<file path="src/hw/acqr_defs.svh">
// register offsets, field positions and reset values of the acquisition bank
`ifndef ACQR_DEFS_SVH
`define ACQR_DEFS_SVH
`define ACQR_ADDR_CUR_HI   7'h00
`define ACQR_ADDR_CUR_LO   7'h01
`define ACQR_ADDR_VOLT_HI  7'h02
`define ACQR_ADDR_VOLT_LO  7'h03
`define ACQR_ADDR_STATUS   7'h04
`define ACQR_ADDR_CTRL_A   7'h05
`define ACQR_RST_BYTE      8'h00
`define ACQR_CTRL_A_RST    8'h45
`define ACQR_ST_CONT1_RDY  7
`define ACQR_ST_CONT2_XING 6
`define ACQR_ST_SBY1_RDY   5
`define ACQR_ST_SBY2_XING  4
`define ACQR_ST_ANALOG_POWER_ON_FLAG       3
`define ACQR_ST_CUR_UPD    2
`define ACQR_ST_VOLT_UPD   1
`define ACQR_CA_DECIM      7
`define ACQR_CA_CHOP_HI    6
`define ACQR_CA_CHOP_LO    5
`define ACQR_CA_COMB_HI    4
`define ACQR_CA_COMB_LO    1
`define ACQR_CA_SAT_MASK   0
`define ACQR_DECIM_LOW     8'h40
`define ACQR_DECIM_HIGH    8'h80
`define ACQR_CHOP_CNT_W    10
`define ACQR_SYNC_RST      4'h1
`endif

</file>
<file path="src/hw/acqr_pkg.sv">
// types shared by the acquisition register bank
package acqr_pkg;
  typedef logic [7:0] acqr_byte_t;
  typedef logic [6:0] acqr_addr_t;
  typedef enum logic [1:0] {
    ACQR_IDLE = 2'b00,
    ACQR_CMD  = 2'b01,
    ACQR_WR   = 2'b10,
    ACQR_RD   = 2'b11
  } acqr_spi_state_e;
endpackage : acqr_pkg

</file>
<file path="src/hw/acqr_chop_div.sv">
// chopper clock divider counting modulator clock ticks
`include "acqr_defs.svh"
`timescale 1ns/1ns
module acqr_chop_div #(
  parameter int CNT_W = `ACQR_CHOP_CNT_W
) (
  input  wire logic       ref_clk_in,
  input  wire logic       rstn_in,
  input  wire logic       mod_tick_in,
  input  wire logic [1:0] div_sel_in,
  output logic            chopper_clock_out
);
  logic [CNT_W-1:0] cnt_ff;
  logic [CNT_W-1:0] nxt_cnt;
  logic             chop_ff;
  logic             nxt_chop;

  // 00 holds high, 01/10/11 take counter bit 7/8/9 (divide 256/512/1024)
  always_comb begin
    nxt_cnt = mod_tick_in ? cnt_ff + 1'b1 : cnt_ff;
    case (div_sel_in)
      2'b00:   nxt_chop = 1'b1;
      2'b01:   nxt_chop = cnt_ff[CNT_W-3];
      2'b10:   nxt_chop = cnt_ff[CNT_W-2];
      2'b11:   nxt_chop = cnt_ff[CNT_W-1];
      default: nxt_chop = 1'b1;
    endcase
  end

  // divider state
  always_ff @(posedge ref_clk_in) begin
    if (!rstn_in) begin
      cnt_ff  <= '0;
      chop_ff <= 1'b1;
    end else begin
      cnt_ff  <= nxt_cnt;
      chop_ff <= nxt_chop;
    end
  end

  assign chopper_clock_out = chop_ff;
endmodule : acqr_chop_div

</file>
<file path="src/hw/acqr_pin_sync.sv">
// three-flop pin synchroniser, a change counts once stages two and three agree
`timescale 1ns/1ns
module acqr_pin_sync #(
  parameter int           W   = 4,
  parameter logic [W-1:0] RST = '0
) (
  input  wire logic         ref_clk_in,
  input  wire logic         rstn_in,
  input  wire logic [W-1:0] pins_in,
  output logic      [W-1:0] pins_out
);
  logic [W-1:0] stg1_ff;
  logic [W-1:0] stg2_ff;
  logic [W-1:0] stg3_ff;
  logic [W-1:0] out_ff;
  logic [W-1:0] nxt_out;

  // per bit, take the new level only when the last two stages agree
  always_comb begin
    for (int i = 0; i < W; i++) begin
      nxt_out[i] = (stg2_ff[i] == stg3_ff[i]) ? stg3_ff[i] : out_ff[i];
    end
  end

  // shift chain and settled output
  always_ff @(posedge ref_clk_in) begin
    if (!rstn_in) begin
      stg1_ff <= RST;
      stg2_ff <= RST;
      stg3_ff <= RST;
      out_ff  <= RST;
    end else begin
      stg1_ff <= pins_in;
      stg2_ff <= stg1_ff;
      stg3_ff <= stg2_ff;
      out_ff  <= nxt_out;
    end
  end

  assign pins_out = out_ff;
endmodule : acqr_pin_sync

</file>
<file path="src/hw/acqr_regs.sv">
// acquisition result, status and current filter control bank with serial port
//
// Overview of operation
// current result bits 15:8 read-only at 0x00, reset zero
// current result bits 7:0 read-only at 0x01, reset zero
// voltage result bits 15:8 read-only at 0x02, reset zero
// voltage result bits 7:0 read-only at 0x03, reset zero
// status bit 2 flags fresh current-channel result
// status bit 1 flags fresh voltage result; bit 0 reads zero
// control 0x05 bit 7 picks first decimation 64 or 128, default 64
// control bits 6:5 chopper: high, or modulator divided 256/512/1024
// control bits 4:1 second comb ratio is two to the field, default 4
// status bits 7..3 mode ready, crossing flags and analog power flag
// serial frame: command bit, 7-bit address, bytes auto-increment address
// control bit 0 masks current saturation interrupt, default masked
`include "acqr_defs.svh"
`timescale 1ns/1ns
module acqr_regs (
  input  wire logic              ref_clk_in,
  input  wire logic              rstn_in,
  input  wire logic              spi_cs_n_in,
  input  wire logic              spi_sclk_in,
  input  wire logic              spi_sdi_in,
  output logic                   spi_sdo_out,
  output logic                   spi_sdo_oe_out,
  input  wire logic [15:0]       cur_data_in,
  input  wire logic              cur_valid_in,
  input  wire logic [15:0]       volt_data_in,
  input  wire logic              volt_valid_in,
  input  wire logic              cont_one_ready_in,
  input  wire logic              cont_two_cross_in,
  input  wire logic              sby_one_ready_in,
  input  wire logic              sby_two_cross_in,
  input  wire logic              analog_power_on_flag_in,
  input  wire logic              mod_tick_in,
  output logic                   chopper_clock_out,
  output acqr_pkg::acqr_byte_t   decim_factor_out,
  output logic [15:0]            comb_ratio_out,
  output logic                   sat_int_mask_out
);
  import acqr_pkg::*;

  logic [3:0]      pins_s;
  logic            cs_n_s;
  logic            sclk_s;
  logic            sdi_s;
  logic            analog_power_on_flag_s;
  logic            sclk_q_ff;
  logic            cs_q_ff;
  logic            samp_rise_ff;
  logic            nxt_samp_rise;
  acqr_spi_state_e st_ff;
  acqr_spi_state_e nxt_st;
  logic [2:0]      bit_cnt_ff;
  logic [2:0]      nxt_bit_cnt;
  acqr_byte_t      rx_sr_ff;
  acqr_byte_t      nxt_rx_sr;
  acqr_byte_t      tx_sr_ff;
  acqr_byte_t      nxt_tx_sr;
  acqr_addr_t      addr_ff;
  acqr_addr_t      nxt_addr;
  logic            sdo_ff;
  logic            nxt_sdo;
  logic            sclk_rise;
  logic            sclk_fall;
  logic            cs_fall;
  logic            samp;
  logic            xfer;
  logic            wr_en;
  acqr_byte_t      wr_data;
  logic            rd_load;
  acqr_addr_t      ld_addr;
  logic [15:0]     cur_res_ff;
  logic [15:0]     nxt_cur_res;
  logic [15:0]     volt_res_ff;
  logic [15:0]     nxt_volt_res;
  acqr_byte_t      flags_ff;
  acqr_byte_t      nxt_flags;
  acqr_byte_t      status_view;
  acqr_byte_t      ctrl_a_ff;
  acqr_byte_t      nxt_ctrl_a;
  acqr_byte_t      decim_ff;
  logic [15:0]     comb_ff;

  // register contents as seen by the serial port, unmapped reads return zero
  function automatic acqr_byte_t read_mux(input acqr_addr_t a);
    case (a)
      `ACQR_ADDR_CUR_HI:  read_mux = cur_res_ff[15:8];
      `ACQR_ADDR_CUR_LO:  read_mux = cur_res_ff[7:0];
      `ACQR_ADDR_VOLT_HI: read_mux = volt_res_ff[15:8];
      `ACQR_ADDR_VOLT_LO: read_mux = volt_res_ff[7:0];
      `ACQR_ADDR_STATUS:  read_mux = status_view;
      `ACQR_ADDR_CTRL_A:  read_mux = ctrl_a_ff;
      default:            read_mux = `ACQR_RST_BYTE;
    endcase
  endfunction : read_mux

  // two to the field value
  function automatic logic [15:0] pow2(input logic [3:0] f);
    pow2 = 16'h0001 << f;
  endfunction : pow2

  // serial pins and the analog power flag come from outside this clock
  acqr_pin_sync #(.W(4), .RST(`ACQR_SYNC_RST)) u_sync (
    .ref_clk_in (ref_clk_in),
    .rstn_in    (rstn_in),
    .pins_in    ({analog_power_on_flag_in, spi_sdi_in, spi_sclk_in,
                  spi_cs_n_in}),
    .pins_out   (pins_s)
  );
  assign cs_n_s = pins_s[0];
  assign sclk_s = pins_s[1];
  assign sdi_s  = pins_s[2];
  assign analog_power_on_flag_s = pins_s[3];

  // edges of the settled serial clock and select
  assign sclk_rise = sclk_s & ~sclk_q_ff;
  assign sclk_fall = ~sclk_s & sclk_q_ff;
  assign cs_fall   = ~cs_n_s & cs_q_ff;
  assign samp      = samp_rise_ff ? sclk_rise : sclk_fall;
  assign xfer      = samp_rise_ff ? sclk_fall : sclk_rise;

  // frame engine: command byte, then data bytes at rising addresses
  always_comb begin
    nxt_st        = st_ff;
    nxt_bit_cnt   = bit_cnt_ff;
    nxt_rx_sr     = rx_sr_ff;
    nxt_tx_sr     = tx_sr_ff;
    nxt_addr      = addr_ff;
    nxt_sdo       = sdo_ff;
    nxt_samp_rise = samp_rise_ff;
    wr_en         = 1'b0;
    wr_data       = {rx_sr_ff[6:0], sdi_s};
    rd_load       = 1'b0;
    ld_addr       = addr_ff;
    if (cs_fall) begin
      nxt_samp_rise = sclk_s; // clock level at select fall picks edges
    end
    if (cs_n_s) begin
      nxt_st = ACQR_IDLE; // select high ends any frame, partial byte lost
    end else begin
      case (st_ff)
        ACQR_IDLE: begin
          if (cs_fall) begin
            nxt_st      = ACQR_CMD;
            nxt_bit_cnt = 3'h0;
          end
        end
        ACQR_CMD: begin
          if (samp) begin
            nxt_rx_sr   = {rx_sr_ff[6:0], sdi_s};
            nxt_bit_cnt = bit_cnt_ff + 3'h1;
            if (bit_cnt_ff == 3'h7) begin
              nxt_addr = {rx_sr_ff[5:0], sdi_s};
              if (rx_sr_ff[6]) begin
                nxt_st  = ACQR_RD;
                rd_load = 1'b1;
                ld_addr = {rx_sr_ff[5:0], sdi_s};
              end else begin
                nxt_st = ACQR_WR;
              end
            end
          end
        end
        ACQR_WR: begin
          if (samp) begin
            nxt_rx_sr   = {rx_sr_ff[6:0], sdi_s};
            nxt_bit_cnt = bit_cnt_ff + 3'h1;
            if (bit_cnt_ff == 3'h7) begin
              wr_en    = 1'b1;
              nxt_addr = addr_ff + 7'h01;
            end
          end
        end
        ACQR_RD: begin
          if (xfer) begin
            nxt_sdo   = tx_sr_ff[7];
            nxt_tx_sr = {tx_sr_ff[6:0], 1'b0};
          end
          if (samp) begin
            nxt_bit_cnt = bit_cnt_ff + 3'h1;
            if (bit_cnt_ff == 3'h7) begin
              nxt_addr = addr_ff + 7'h01;
              rd_load  = 1'b1;
              ld_addr  = addr_ff + 7'h01;
            end
          end
        end
        default: nxt_st = ACQR_IDLE;
      endcase
    end
    if (rd_load) begin
      nxt_tx_sr = read_mux(ld_addr);
    end
  end

  // frame engine state
  always_ff @(posedge ref_clk_in) begin
    if (!rstn_in) begin
      st_ff        <= ACQR_IDLE;
      bit_cnt_ff   <= 3'h0;
      rx_sr_ff     <= `ACQR_RST_BYTE;
      tx_sr_ff     <= `ACQR_RST_BYTE;
      addr_ff      <= 7'h00;
      sdo_ff       <= 1'b0;
      samp_rise_ff <= 1'b1;
      sclk_q_ff    <= 1'b0;
      cs_q_ff      <= 1'b1;
    end else begin
      st_ff        <= nxt_st;
      bit_cnt_ff   <= nxt_bit_cnt;
      rx_sr_ff     <= nxt_rx_sr;
      tx_sr_ff     <= nxt_tx_sr;
      addr_ff      <= nxt_addr;
      sdo_ff       <= nxt_sdo;
      samp_rise_ff <= nxt_samp_rise;
      sclk_q_ff    <= sclk_s;
      cs_q_ff      <= cs_n_s;
    end
  end

  assign spi_sdo_out    = sdo_ff;
  assign spi_sdo_oe_out = (st_ff == ACQR_RD) & ~cs_n_s;

  // status view, analog power flag is live and bit 0 reads zero
  assign status_view = {flags_ff[7:4], analog_power_on_flag_s, flags_ff[2:1], 1'b0};

  // results, sticky flags (cleared when status is read, set wins), control
  always_comb begin
    nxt_cur_res  = cur_valid_in ? cur_data_in : cur_res_ff;
    nxt_volt_res = volt_valid_in ? volt_data_in : volt_res_ff;
    nxt_flags    = flags_ff;
    if (rd_load && ld_addr == `ACQR_ADDR_STATUS) begin
      nxt_flags = `ACQR_RST_BYTE;
    end
    if (cont_one_ready_in) nxt_flags[`ACQR_ST_CONT1_RDY]  = 1'b1;
    if (cont_two_cross_in) nxt_flags[`ACQR_ST_CONT2_XING] = 1'b1;
    if (sby_one_ready_in)  nxt_flags[`ACQR_ST_SBY1_RDY]   = 1'b1;
    if (sby_two_cross_in)  nxt_flags[`ACQR_ST_SBY2_XING]  = 1'b1;
    if (cur_valid_in)      nxt_flags[`ACQR_ST_CUR_UPD]    = 1'b1;
    if (volt_valid_in)     nxt_flags[`ACQR_ST_VOLT_UPD]   = 1'b1;
    nxt_ctrl_a = ctrl_a_ff;
    if (wr_en && addr_ff == `ACQR_ADDR_CTRL_A) begin
      nxt_ctrl_a = wr_data; // only this register takes writes
    end
  end

  // bank storage and decoded filter settings
  always_ff @(posedge ref_clk_in) begin
    if (!rstn_in) begin
      cur_res_ff  <= 16'h0000;
      volt_res_ff <= 16'h0000;
      flags_ff    <= `ACQR_RST_BYTE;
      ctrl_a_ff   <= `ACQR_CTRL_A_RST;
      decim_ff    <= `ACQR_DECIM_LOW;
      comb_ff     <= 16'h0004;
    end else begin
      cur_res_ff  <= nxt_cur_res;
      volt_res_ff <= nxt_volt_res;
      flags_ff    <= nxt_flags;
      ctrl_a_ff   <= nxt_ctrl_a;
      decim_ff    <= ctrl_a_ff[`ACQR_CA_DECIM] ? `ACQR_DECIM_HIGH
                                               : `ACQR_DECIM_LOW;
      comb_ff     <= pow2(ctrl_a_ff[`ACQR_CA_COMB_HI:`ACQR_CA_COMB_LO]);
    end
  end

  assign decim_factor_out = decim_ff;
  assign comb_ratio_out   = comb_ff;
  assign sat_int_mask_out = ctrl_a_ff[`ACQR_CA_SAT_MASK];

  // chopper clock from the modulator tick
  acqr_chop_div u_chop (
    .ref_clk_in        (ref_clk_in),
    .rstn_in           (rstn_in),
    .mod_tick_in       (mod_tick_in),
    .div_sel_in        (ctrl_a_ff[`ACQR_CA_CHOP_HI:`ACQR_CA_CHOP_LO]),
    .chopper_clock_out (chopper_clock_out)
  );
endmodule : acqr_regs

</file>
<file path="config.mk">
export PLATFORM = sky130hd
export DESIGN_NAME = acqr_regs
export DESIGN_NICKNAME = d
export VERILOG_FILES = /design/src/hw/acqr_pkg.sv /design/src/hw/acqr_chop_div.sv /design/src/hw/acqr_pin_sync.sv /design/src/hw/acqr_regs.sv
export VERILOG_INCLUDE_DIRS = /design/src /design/src/hw
export SDC_FILE = /design/constraint.sdc
export NUM_CORES = 1
export LEC_CHECK = 0
export BUFFER_PORTS_ARGS = -buffer_cell sky130_fd_sc_hd__buf_2
export CAP_MARGIN = 20
export CORE_UTILIZATION = 50
export CTS_BUF_LIST = sky130_fd_sc_hd__clkbuf_2
export DETAILED_ROUTE_END_ITERATION = 8
export GPL_TIMING_DRIVEN = 0
export PLACE_DENSITY = 0.79
export REMOVE_ABC_BUFFERS = 1
export SLEW_MARGIN = 10
export SYNTH_ARGS = -nofsm -noshare
export SYNTH_HDL_FRONTEND = slang
export SYNTH_SLANG_ARGS = --single-unit
</file>
<file path="constraint.sdc">
create_clock -name ref_clk_in -period 4 [get_ports ref_clk_in]
set_clock_uncertainty 0.1 [all_clocks]
set_input_delay 0.2 -clock ref_clk_in [delete_from_list [all_inputs] [get_ports ref_clk_in]]
set_output_delay 0.2 -clock ref_clk_in [all_outputs]
set_load 0.01 [all_outputs]
</file>
==> metrics.csv, run 1 <==
stage;metric;value;unit
run_status;status;finished, final reports clean;
floorplan;IO Pins;73;
floorplan;Core ar.;0.0104;mm2
sta;RSZ-0062 raised after global routing;no;
routing;WL/cell;16.1;um
power;sequential power share;57.9;%
power;Net Sw Frac;27.1;%
global_routing;GRT Util Overall;26.5;%
layout;layout cells sized above 1;16.2;%
yosys;area share of the largest cell type after synthesis;45.1;%
routing;via count;5011;
critical_path;CP peak stage delay;640;ps
layout;# diodes;0;
placed_design;HPWL Detailed;8250;um
floorplan;FP Rows;37;
critical_path;critical path class;flip-flop to flip-flop;
sta;Max Clock Freq;300;MHz
sta;Hold Vio Cnt, Final;0;
layout;non-filler cells, final;883;
power;Net Switching;594;uW
routing;Total Wirelength;14200;um
yosys;Most used DFF post-synth;dfxtp_1;
hold_path;Hold Path End;flags_ff[7]$_SDFFE_PN0P_;
power;clock power share;33.3;%
global_routing;total gr overflow;0;
clock_network;H-tree depth;4;
run;max-cap violations;0;
placed_design;GPL Wtd Cong;0.891;
clock_network;post-cts sizing count;0;
power;logic gate share of total power;8.7;%
yosys;Gate Count Post-Synth;604;
routing;DRC;0;
yosys;Post-synth ARST share;0;%
hold_path;HP Start;cont_one_ready_in;
critical_path;CP startpoint;bit_cnt_ff[0]$_SDFFE_PN0P_;
power;Power per Cell Area;321;mW/mm2
sta;final worst path period need;3330;ps
clock_network;clk_lat worst skew;660;ps
clock_network;Max clock buf depth;2;
hold_path;type of the worst min-delay path;primary input to flip-flop;
layout;Sequential cell area;0.00244;mm2
critical_path;critical path's slowest cell;or4b_4;
clock_network;clk root buf;clkbuf_2;
yosys;EDFF count, synth;0;
clock_network;Sink Count;122;
sta;Final setup viols;0;
yosys;area leader, netlist;dfxtp_1;
global_routing;first-pass GRT wire length;23200;um
yosys;number of synthesized register bits;122;
critical_path;reg2reg start;bit_cnt_ff[0]$_SDFFE_PN0P_;
routing;DR vias/cell;5.67;
layout;synthesis-to-layout area growth;25.8;%
placed_design;Placed Cells;773;
clock_network;total CTS buffers;17;
critical_path;CP arrival;3780;ps
clock_network;# Post-CTS Setup Buffers;0;
layout;Total Nets Final;788;
global_routing;initial antenna violation count;0;
routing;first drt pass iteration count;6;
power;Internal;1590;uW
yosys;Ys Warns;0;
global_routing;largest net degree at the start of global routing;43;
critical_path;Startpoint Class;flip-flop;
critical_path;Required @ worst endpoint;4450;ps
sta;Worst Tran Pin Value;1040;ps
hold_path;hold path depth;4;
critical_path;r2r worst-path depth;9;
critical_path;CP endpoint kind;flip-flop;
clock_network;CTS Hold Bufs;78;
yosys;mean post-synth cell area;8.96;um2
global_routing;vias in the first global route;4816;
critical_path;setup slack on the worst flop-to-flop path;670;ps
critical_path;CP Max Fanout;13;
layout;Fillers;765;
sta;WHS;227;ps
yosys;Distinct cells, synth;57;
yosys;ranking of synthesized cells by area;dfxtp_1 45%, mux2i_1 11%, nor2_1 7.0%;
floorplan;starting density of the core;52.0;%
power;Pleak;0.00296;uW
sta;max_slew headroom;30.5;%
clock_network;CTS tree;built;
routing;DRT antenna net count;0;
layout;Finished Core Util;65.4;%
yosys;Synth Cell Area;0.00541;mm2
critical_path;Top cell by count, worst path;ha_1;
critical_path;CP Cell Sequence;ha_1 -> ha_1 -> o21ai_0 -> a221oi_1 -> o211ai_1 -> buf_4 -> or4b_4 -> or2_0 -> a311oi_2;
critical_path;Reg2Reg Capture Point;tx_sr_ff[0]$_SDFFE_PN0P_;
yosys;Seq/Total Area, Yosys;45.1;%
routing;1st-iter DRT viols;272;
clock_network;Worst-path clk slew;190;ps
power;peak supply drop;0.347;mV
floorplan;full die area;0.0112;mm2
floorplan;Chip Width;106;um
placed_design;Port Buffer Count;66;
sta;fin crit share;83.3;%
floorplan;height of the die;106;um
layout;Multi-input gate area;0.00274;mm2
sta;max-slew violation count;0;
## synth_stat cells (3+ instances only)
library cell	instances
dfxtp_1	122
nor2_1	101
mux2i_1	62
nand2_1	35
o21ai_0	35
clkbuf_1	31
a21oi_1	24
inv_1	19
and2_1	12
nor3_1	11
mux2_2	10
nand2b_1	10
a21o_1	9
ha_1	9
and3_1	8
a22oi_1	7
nand4_1	7
xor2_1	7
a31oi_1	6
buf_4	6
a22o_1	5
a41oi_1	5
o211ai_1	5
buf_2	4
or3_1	4
a2bb2oi_1	3
nand3b_1	3
o22ai_1	3
xnor2_1	3
## placed cells by master (no fill, tap or decap), types with 6 or more instances in the layout
cell / netlist / routed
dfxtp_1: 122 / 122
nor2_1: 101 / 101
dlygate4sd3_1: 0 / 78
buf_2: 4 / 67
mux2i_1: 62 / 62
o21ai_0: 35 / 35
nand2_1: 35 / 35
a21oi_1: 24 / 24
clkbuf_2: 0 / 19
inv_1: 19 / 18
and2_1: 12 / 12
nor3_1: 11 / 11
nand2b_1: 10 / 10
mux2_2: 10 / 10
a21o_1: 9 / 9
ha_1: 9 / 9
and3_1: 8 / 8
nand4_1: 7 / 7
xor2_1: 7 / 7
a22oi_1: 7 / 7
a31oi_1: 6 / 6
conb_1: 1 / 6
## layer usage
layer / global-route usage [%] / wire length, um / part of all wire [%]
met1: 30.3 / 5600 / 39
met3: 6.81 / 866 / 6.1
met5: 0 / 0 / 0
met4: 11.9 / 504 / 3.5
met2: 46.4 / 7250 / 51
## state kept, by name (all words and copies together) (netlist names)
name	cells
addr_ff	7
bit_cnt_ff	3
comb_ratio_out	16
cs_q_ff	1
ctrl_a_ff	8
cur_res_ff	16
decim_factor_out	2
flags_ff	6
rx_sr_ff	7
samp_rise_ff	1
sclk_q_ff	1
spi_sdo_out	1
st_ff	2
tx_sr_ff	8
u_chop.chopper_clock_out	1
u_chop.cnt_ff	10
u_sync.pins_out	4
u_sync.stg1_ff	4
u_sync.stg2_ff	4
u_sync.stg3_ff	4
volt_res_ff	16
## power groups by stage
stage               clock (uW)  sequential (uW)  combinational [uW]
floorplan                    0             1280                60.0
global placement             0             1290                 103
detailed placement           0             1290                 111
CTS                        731             1260                 180
global route               792             1270                 206
finish                     729             1270                 191
## worst max-delay path, delay by kind of cell, from the launching register on
kind	cells	cell delay [ps]
AO/OA/AOI/OAI	4	1070
buffers and inverters	1	210
AND/OR/NAND/NOR	2	910
flip-flops	1	420
adder cells (fa/ha/maj)	2	540
## stage by stage
stage               setup WS (ps)  setup TNS [ps]  cell area [um2]  total power (uW)
floorplan                     425               0             5240              1340
global placement             -766           -7100             5740              1390
detailed placement            752               0             5820              1400
CTS                           697               0             6810              2180
global route                  479               0             6810              2270
finish                        670               0             6810              2190
## cell type report
| type | count | area share [%] |
|---|---|---|
| well taps | 136 | 2.50 |
| flip-flops and latches | 122 | 35.9 |
| clock buffers | 19 | 1.40 |
| repair buffers | 149 | 17.2 |
| multi-input cells | 425 | 40.2 |
| inverters | 19 | 1.05 |
| clock inverters | 13 | 1.71 |
## kinds of logic (layout without fill, tap and decap cells)
family                     after synthesis  after routing  share of synthesized area (%)
adders and majority gates                9              9                           2.08
other                                    1              6                         0.0693
xor gates and xnor gates                10             10                           1.62
AOI/OAI and AO/OA                      123            123                           14.9
and+or+nand+nor                        205            205                           17.7
buffers and inverters                   62            200                           4.95
muxes                                   72             72                           13.5
DFF                                    122            122                           45.1
## how the worst max path moves through the flow
| stage | end | slack [ps] |
|---|---|---|
| floorplan | tx_sr_ff[6]$_SDFFE_PN0P_ | 420 |
| global placement | tx_sr_ff[3]$_SDFFE_PN0P_ | -770 |
| detailed placement | tx_sr_ff[0]$_SDFFE_PN0P_ | 750 |
| CTS | tx_sr_ff[0]$_SDFFE_PN0P_ | 700 |
| global route | tx_sr_ff[0]$_SDFFE_PN0P_ | 480 |
| finish | tx_sr_ff[0]$_SDFFE_PN0P_ | 670 |
Power figures use the tool's default switching activity.
==> run 2, diff against run 1 <==
- ABC_AREA: default -> 1
- clock period: 4 -> 3.2 ns (I/O delays scaled with it)
==> run 2 against run 1 <==
Global-route usage decreased by 0.34 points. Clock power is 56% higher. Largest power group unchanged. Synthesized cell count rose by 26%. Synthesized area rose by 0.88%.
==> metrics.csv, run 2 <==
stage;metric;value;unit;change
routing;DRC;0;;unchanged
clock_network;H-tree depth;4;;unchanged
floorplan;Chip Width;107;um;+0.43%
critical_path;critical path class;flip-flop to flip-flop;;
power;peak supply drop;0.387;mV;+11%
sta;max_slew headroom;48.2;%;+18 points
clock_network;total CTS buffers;17;;unchanged
layout;Finished Core Util;65.7;%;+0.33 points
routing;first drt pass iteration count;6;;unchanged
critical_path;CP arrival;3390;ps;-390 ps
run_status;status;finished, final reports clean;;
global_routing;GRT Util Overall;26.1;%;-0.34 points
yosys;number of synthesized register bits;122;;unchanged
layout;commonest non-fill, non-tap cell in the layout;nor2_1;;
placed_design;Post-DP Area;0.00586;mm2;+0.69%
layout;# diodes;0;;unchanged
sta;setup tns final;0;ps;unchanged
global_routing;vias in the first global route;5056;;+5.0%
floorplan;IO Pins;73;;unchanged
routing;DRT antenna net count;0;;unchanged
critical_path;CP startpoint;bit_cnt_ff[0]$_SDFFE_PN0P_;;
clock_network;Worst-path clk slew;200;ps;about the same
layout;most frequent cells in the layout;132 x nor2_1, 127 x nand2_1, 122 x dfxtp_1;;
sta;Worst Tran Pin Value;775;ps;-264 ps
clock_network;clk_lat worst skew;660;ps;about the same
global_routing;largest net degree at the start of global routing;74;;+72%
routing;via count;5523;;+10%
floorplan;full die area;0.0113;mm2;+0.87%
layout;layout cells sized above 1;14.8;%;-1.4 points
routing;WL/cell;14.1;um;-12%
yosys;ranking of synthesized cells by area;dfxtp_1 45%, nor2_1 9.1%, nand2_1 8.7%;;
routing;1st-iter DRT viols;486;;+79%
yosys;area leader, netlist;dfxtp_1;;
yosys;Synth Cell Area;0.00546;mm2;+0.88%
floorplan;Core ar.;0.0105;mm2;+0.44%
global_routing;total gr overflow;0;;unchanged
floorplan;height of the die;107;um;+0.43%
yosys;Post-synth ARST share;0;%;unchanged
clock_network;Sink Count;122;;unchanged
placed_design;Placed Cells;934;;+21%
routing;DR vias/cell;5.33;;-6.1%
layout;Fillers;890;;+16%
yosys;Gate Count Post-Synth;761;;+26%
layout;non-filler cells, final;1036;;+17%
clock_network;CTS tree;built;;
sta;Hold Vio Cnt, Final;0;;unchanged
yosys;most common cell in the netlist;nor2_1;;
critical_path;reg2reg start;bit_cnt_ff[0]$_SDFFE_PN0P_;;
critical_path;CP Max Fanout;30;;+17
layout;synthesis-to-layout area growth;25.9;%;about the same
run;max-cap violations;0;;unchanged
critical_path;Required @ worst endpoint;3700;ps;-750 ps
layout;Total Nets Final;941;;+19%
critical_path;CP endpoint kind;flip-flop;;
yosys;most frequent cells after synthesis;133 x nor2_1, 127 x nand2_1, 122 x dfxtp_1;;
sta;Max Clock Freq;346;MHz;+15%
placed_design;HPWL Detailed;8370;um;+1.5%
sta;RSZ-0062 raised after global routing;no;;
yosys;Seq/Total Area, Yosys;44.7;%;-0.39 points
routing;Total Wirelength;14600;um;+2.8%
yosys;mean post-synth cell area;7.18;um2;-20%
yosys;Distinct cells, synth;36;;-37%
floorplan;starting density of the core;52.2;%;+0.22 points
placed_design;GPL Wtd Cong;0.873;;-2.0%
sta;max-slew violation count;0;;unchanged
global_routing;first-pass GRT wire length;23600;um;+1.6%
sta;final worst path period need;2890;ps;-442 ps
global_routing;initial antenna violation count;0;;unchanged
power;Power per Cell Area;429;mW/mm2;+33%
hold_path;HP Start;cur_valid_in;;
yosys;area share of the largest cell type after synthesis;44.7;%;-0.39 points
sta;fin crit share;90.3;%;+7.0 points
yosys;Most used DFF post-synth;dfxtp_1;;
clock_network;clk root buf;clkbuf_2;;
clock_network;Max clock buf depth;2;;unchanged
layout;Final Cell Area;0.00688;mm2;+0.96%
floorplan;FP Rows;37;;unchanged
power;Pleak;0.00306;uW;+3.3%
yosys;Ys Warns;0;;unchanged
hold_path;type of the worst min-delay path;primary input to flip-flop;;
yosys;EDFF count, synth;0;;unchanged
sta;WHS;71.0;ps;-156 ps
critical_path;Startpoint Class;flip-flop;;
sta;Final setup viols;0;;unchanged
placed_design;Port Buffer Count;66;;unchanged
## run 2: cell types whose count changed after synthesis, moves of 10 or more
| cell | change |
|---|---|
| nand2_1 | +92 |
| nand3_1 | +69 |
| mux2i_1 | -62 |
| inv_1 | +56 |
| a21oi_1 | +33 |
| nor2_1 | +32 |
| o21ai_0 | +25 |
| and2_1 | -12 |
| clkbuf_1 | -10 |
| mux2_2 | -10 |
| nand2b_1 | -10 |
## run 2: layout make-up
class                           instances  area [um2]  share of cell area [%]
Tap cell                              136         170                    2.47
Clock buffer                           18        90.1                    1.31
Sequential cell                       122        2440                    35.5
Inverter                               80         300                    4.37
Multi-Input combinational cell        528        2570                    37.4
Clock inverter                         14         196                    2.86
Timing Repair Buffer                  138        1110                    16.1
## run 2: what timing repair did
item	in CTS	in global routing
setup buffers	0	1
gates resized for setup	1	2
setup endpoints to repair	14	12
endpoints found under the hold margin	48	30
hold buffers	67	1
## run 2: logic make-up (layout without fill, tap and decap cells)
family	after synthesis	count (layout)	share of synthesized area, %
compound gates	141	141	14.3
fa+ha+maj	9	9	2.06
other cells	1	6	0.0687
simple gates	372	372	30.0
buf+inv	116	250	8.87
flops	122	122	44.7
## run 2: per-layer routing
layer  share of wire, %  track usage, %  routed length (um)  vias up
met2                 47            43.3                6930      267
met4                2.7            11.4                 390        0
li1                   -               -                   -     2723
met1                 43            33.0                6270     2489
met3                6.9            5.15                1010       44
met5                  0               0                   0        -
## run 2: critical path, cell delays in order, from the launching register on
cell and delay (ps):
dfxtp_1 370, ha_1 150, ha_2 310, nand3_1 120, nor2_2 190, nand4_1 140, nand2_1 90, nand3_1 160
a21oi_4 360, buf_16 230, nand2_2 100, nor2_1 130, nor2_1 80, nand2_1 80, nand2_1 70, a21oi_1 120
## run 2: per-stage QoR
stage	power (uW)	setup slack [ps]
detailed placement	1750	-98.8
CTS	2940	192
floorplan	1680	-18.6
global route	3060	44.9
global placement	1740	-926
finish	2950	311
## run 2: final timing paths
kind / endpoint / slack [ps] / depth (start not counted)
hold reg to reg: u_sync.stg2_ff[2]$_SDFF_PN0_ / 330 / 2
hold / removal: cur_res_ff[9]$_SDFFE_PN0P_ / 70 / 3
setup reg to reg: tx_sr_ff[4]$_SDFFE_PN0P_ / 310 / 15
setup / recovery: tx_sr_ff[4]$_SDFFE_PN0P_ / 310 / 15
## run 2: power by group
part,switching [uW],internal (uW)
clock,622,522
sequential,22.3,1560
combinational,102,115
==> run 3, diff against run 2 <==
- CTS_CLUSTER_SIZE: default -> 12
- PLACE_DENSITY: 0.79 -> 0.78
- SYNTH_HIERARCHICAL: default -> 1
==> run 3 against run 2 <==
Sequential power about the same. Flip-flop and latch count stayed put. Clock power shrank 9%. Sequential share of layout area fell by 1.5 points. Utilization down 0.69 points. Largest cell class unchanged. Critical path depth is 1 higher. Cell area up 4.3%.
==> metrics.csv, run 3 <==
stage;metric;value;unit;change
run_status;status;finished, final reports clean;;
routing;1st-iter DRT viols;388;;-20%
floorplan;starting density of the core;52.0;%;-0.17 points
yosys;most frequent cells after synthesis;143 x nor2_1, 141 x nand2_1, 122 x dfxtp_1;;
clock_network;Sink Count;122;;unchanged
yosys;Post-synth ARST share;0;%;unchanged
sta;max-slew violation count;0;;unchanged
yosys;Most used DFF post-synth;dfxtp_1;;
critical_path;Required @ worst endpoint;3730;ps;+30 ps
power;Power per Cell Area;397;mW/mm2;-7.3%
floorplan;Chip Width;109;um;+2.5%
layout;Fillers;938;;+5.4%
routing;DRC;0;;unchanged
routing;first drt pass iteration count;8;;+2
clock_network;total CTS buffers;17;;unchanged
clock_network;Max clock buf depth;2;;unchanged
layout;Multi-input gate area;0.00280;mm2;+8.7%
yosys;ranking of synthesized cells by area;dfxtp_1 43%, nor2_1 9.4%, nand2_1 9.2%;;
layout;Total Nets Final;985;;+4.7%
placed_design;HPWL Detailed;8880;um;+6.1%
layout;synthesis-to-layout area growth;25.0;%;
global_routing;GRT Util Overall;26.4;%;+0.26 points
sta;WHS;34.1;ps;-36.9 ps
sta;max_slew headroom;30.8;%;-17 points
sta;setup tns final;0;ps;unchanged
routing;length of routed met2 wiring;7170;um;+3.4%
floorplan;height of the die;109;um;+2.5%
yosys;number of synthesized register bits;122;;unchanged
critical_path;CP arrival;3420;ps;+30 ps
layout;most frequent cells in the layout;141 x nand2_1, 141 x nor2_1, 122 x dfxtp_1;;
placed_design;GPL Wtd Cong;0.896;;+2.7%
clock_network;H-tree depth;4;;unchanged
global_routing;initial antenna violation count;0;;unchanged
yosys;most common cell in the netlist;nor2_1;;
clock_network;Worst-path clk slew;220;ps;+20 ps
layout;Sequential cell area;0.00244;mm2;unchanged
yosys;Gate Count Post-Synth;793;;+4.2%
routing;WL/cell;13.7;um;-3.1%
layout;layout cells sized above 1;17.3;%;+2.5 points
yosys;Ys Warns;6;;+6
sta;Final setup viols;0;;unchanged
sta;RSZ-0062 raised after global routing;no;;
global_routing;total gr overflow;0;;unchanged
sta;fin crit share;90.4;%;+0.10 points
critical_path;CP endpoint kind;flip-flop;;
placed_design;Port Buffer Count;66;;unchanged
sta;final worst path period need;2890;ps;+3.34 ps
yosys;mean post-synth cell area;7.24;um2;+0.85%
routing;via count;5666;;+2.6%
routing;DR vias/cell;5.23;;-2.0%
power;Pleak;0.00327;uW;+6.9%
routing;DRT antenna net count;0;;unchanged
global_routing;largest net degree at the start of global routing;51;;-31%
clock_network;clk root buf;clkbuf_2;;
sta;Worst Tran Pin Value;1040;ps;+262 ps
sta;Hold Vio Cnt, Final;0;;unchanged
critical_path;CP Max Fanout;18;;-40%
routing;highest routed layer;met4;;
sta;Max Clock Freq;346;MHz;-0.12%
floorplan;IO Pins;73;;unchanged
floorplan;Core ar.;0.0110;mm2;+5.4%
yosys;area share of the largest cell type after synthesis;42.6;%;-2.2 points
critical_path;Startpoint Class;flip-flop;;
yosys;Distinct cells, synth;43;;+19%
floorplan;full die area;0.0119;mm2;+5.0%
routing;Total Wirelength;14800;um;+1.4%
power;peak supply drop;0.265;mV;-32%
hold_path;type of the worst min-delay path;primary input to flip-flop;;
routing;met1 WL;6300;um;+0.48%
yosys;EDFF count, synth;0;;unchanged
layout;# diodes;0;;unchanged
yosys;area leader, netlist;dfxtp_1;;
yosys;Synth Cell Area;0.00574;mm2;+5.1%
yosys;Seq/Total Area, Yosys;42.6;%;-2.2 points
routing;met3 WL;953;um;-5.9%
run;max-cap violations;0;;unchanged
clock_network;clk_lat worst skew;680;ps;+20 ps
floorplan;FP Rows;38;;+2.7%
critical_path;critical path class;flip-flop to flip-flop;;
clock_network;CTS tree;built;;
global_routing;vias in the first global route;5341;;+5.6%
global_routing;first-pass GRT wire length;24300;um;+2.8%
[run 3: cell count changes in the layout (fill, tap and decap cells not counted), moves of 4 or more]
| cell | previous run | this run |
|---|---|---|
| nand2_2 | 4 | 8 |
| nor2_1 | 132 | 141 |
| nor3_1 | 9 | 4 |
| inv_1 | 75 | 87 |
| nand3_2 | 4 | 13 |
| nand3_1 | 71 | 63 |
| buf_4 | 0 | 5 |
| nand2_1 | 127 | 141 |
| a21oi_2 | 0 | 8 |
| a21oi_1 | 57 | 44 |
| dlygate4sd3_1 | 68 | 73 |
[run 3: logic make-up after synthesis]
logic type	after synthesis	synth area share, %
flops	122	42.6
other cells	1	0.0653
compound gates	135	13.7
simple gates	399	32.0
xor+xnor	1	0.153
buf+inv	126	9.57
fa+ha+maj	9	1.96
[run 3: cell type report]
cell class | instances | area share [%]
well taps | 140 | 2.44
clock inverters | 15 | 2.30
inverters | 92 | 4.81
multi-input cells | 551 | 39.0
flip-flops and latches | 122 | 34.0
clock buffers | 17 | 1.19
repair buffers | 147 | 16.3
[run 3: final timing paths]
check | cells after the start | startpoint | endpoint | slack, ps
worst max-delay path | 16 | bit_cnt_ff[1]$_SDFFE_PN0P_ | tx_sr_ff[4]$_SDFFE_PN0P_ | 310
worst min-delay path | 3 | cur_valid_in | flags_ff[2]$_SDFFE_PN0P_ | 30
worst max register to register | 16 | bit_cnt_ff[1]$_SDFFE_PN0P_ | tx_sr_ff[4]$_SDFFE_PN0P_ | 310
worst min register to register | 2 | u_sync/stg1_ff[1]$_SDFF_PN0_ | u_sync/stg2_ff[1]$_SDFF_PN0_ | 330
[run 3: layer usage]
layer | global-route usage [%] | vias to the layer above
met5 | 0 | -
met4 | 12.3 | 0
met3 | 6.46 | 49
met2 | 44.8 | 226
met1 | 31.2 | 2550
li1 | - | 2841
[run 3: critical path, cell delays in order (launching register included)]
cell and delay [ps]:
dfxtp_1 380, ha_1 150, ha_2 330, nand2_1 80, inv_1 180, nand2_2 130
nand2_1 110, o21ai_0 100, inv_1 70, nand2_1 170, a21oi_4 510, nand3_1 170
nand2_1 90, nor2_1 50, nand2_1 70, nand2_1 60, a21oi_2 110
[run 3: what timing repair did]
action                                 4_1_cts  5_1_grt
hold buffers                                73        0
setup endpoints to repair                   14       14
cloned                                       1        0
resized for setup                            1        4
buffers inserted                             0        4
pin swaps                                    0        1
endpoints found under the hold margin       99        0
[run 3: report_power, final]
| part | leakage [uW] | switching [uW] | internal (uW) |
|---|---|---|---|
| clock | 0.000139 | 664 | 374 |
| sequential | 0.000996 | 22.2 | 1560 |
| combinational | 0.00214 | 106 | 121 |
| total | 0.00327 | 792 | 2060 |
[run 3: metrics by stage]
| stage | cells | cell area [um2] | power, uW | util (%) | worst slack, ps |
|---|---|---|---|---|---|
| 2_1_floorplan | 764 | 5550 | 1680 | - | 258 |
| 3_3_place_gp | 970 | 6060 | 1740 | 54.9 | -560 |
| 3_5_place_dp | 974 | 6120 | 1750 | 55.5 | -371 |
| 6_report | 1084 | 7170 | 2850 | 65.0 | 308 |
| 4_1_cts | 1080 | 7110 | 2840 | 64.5 | -43.2 |
| 5_1_grt | 1084 | 7170 | 2950 | 65.0 | 87.5 |
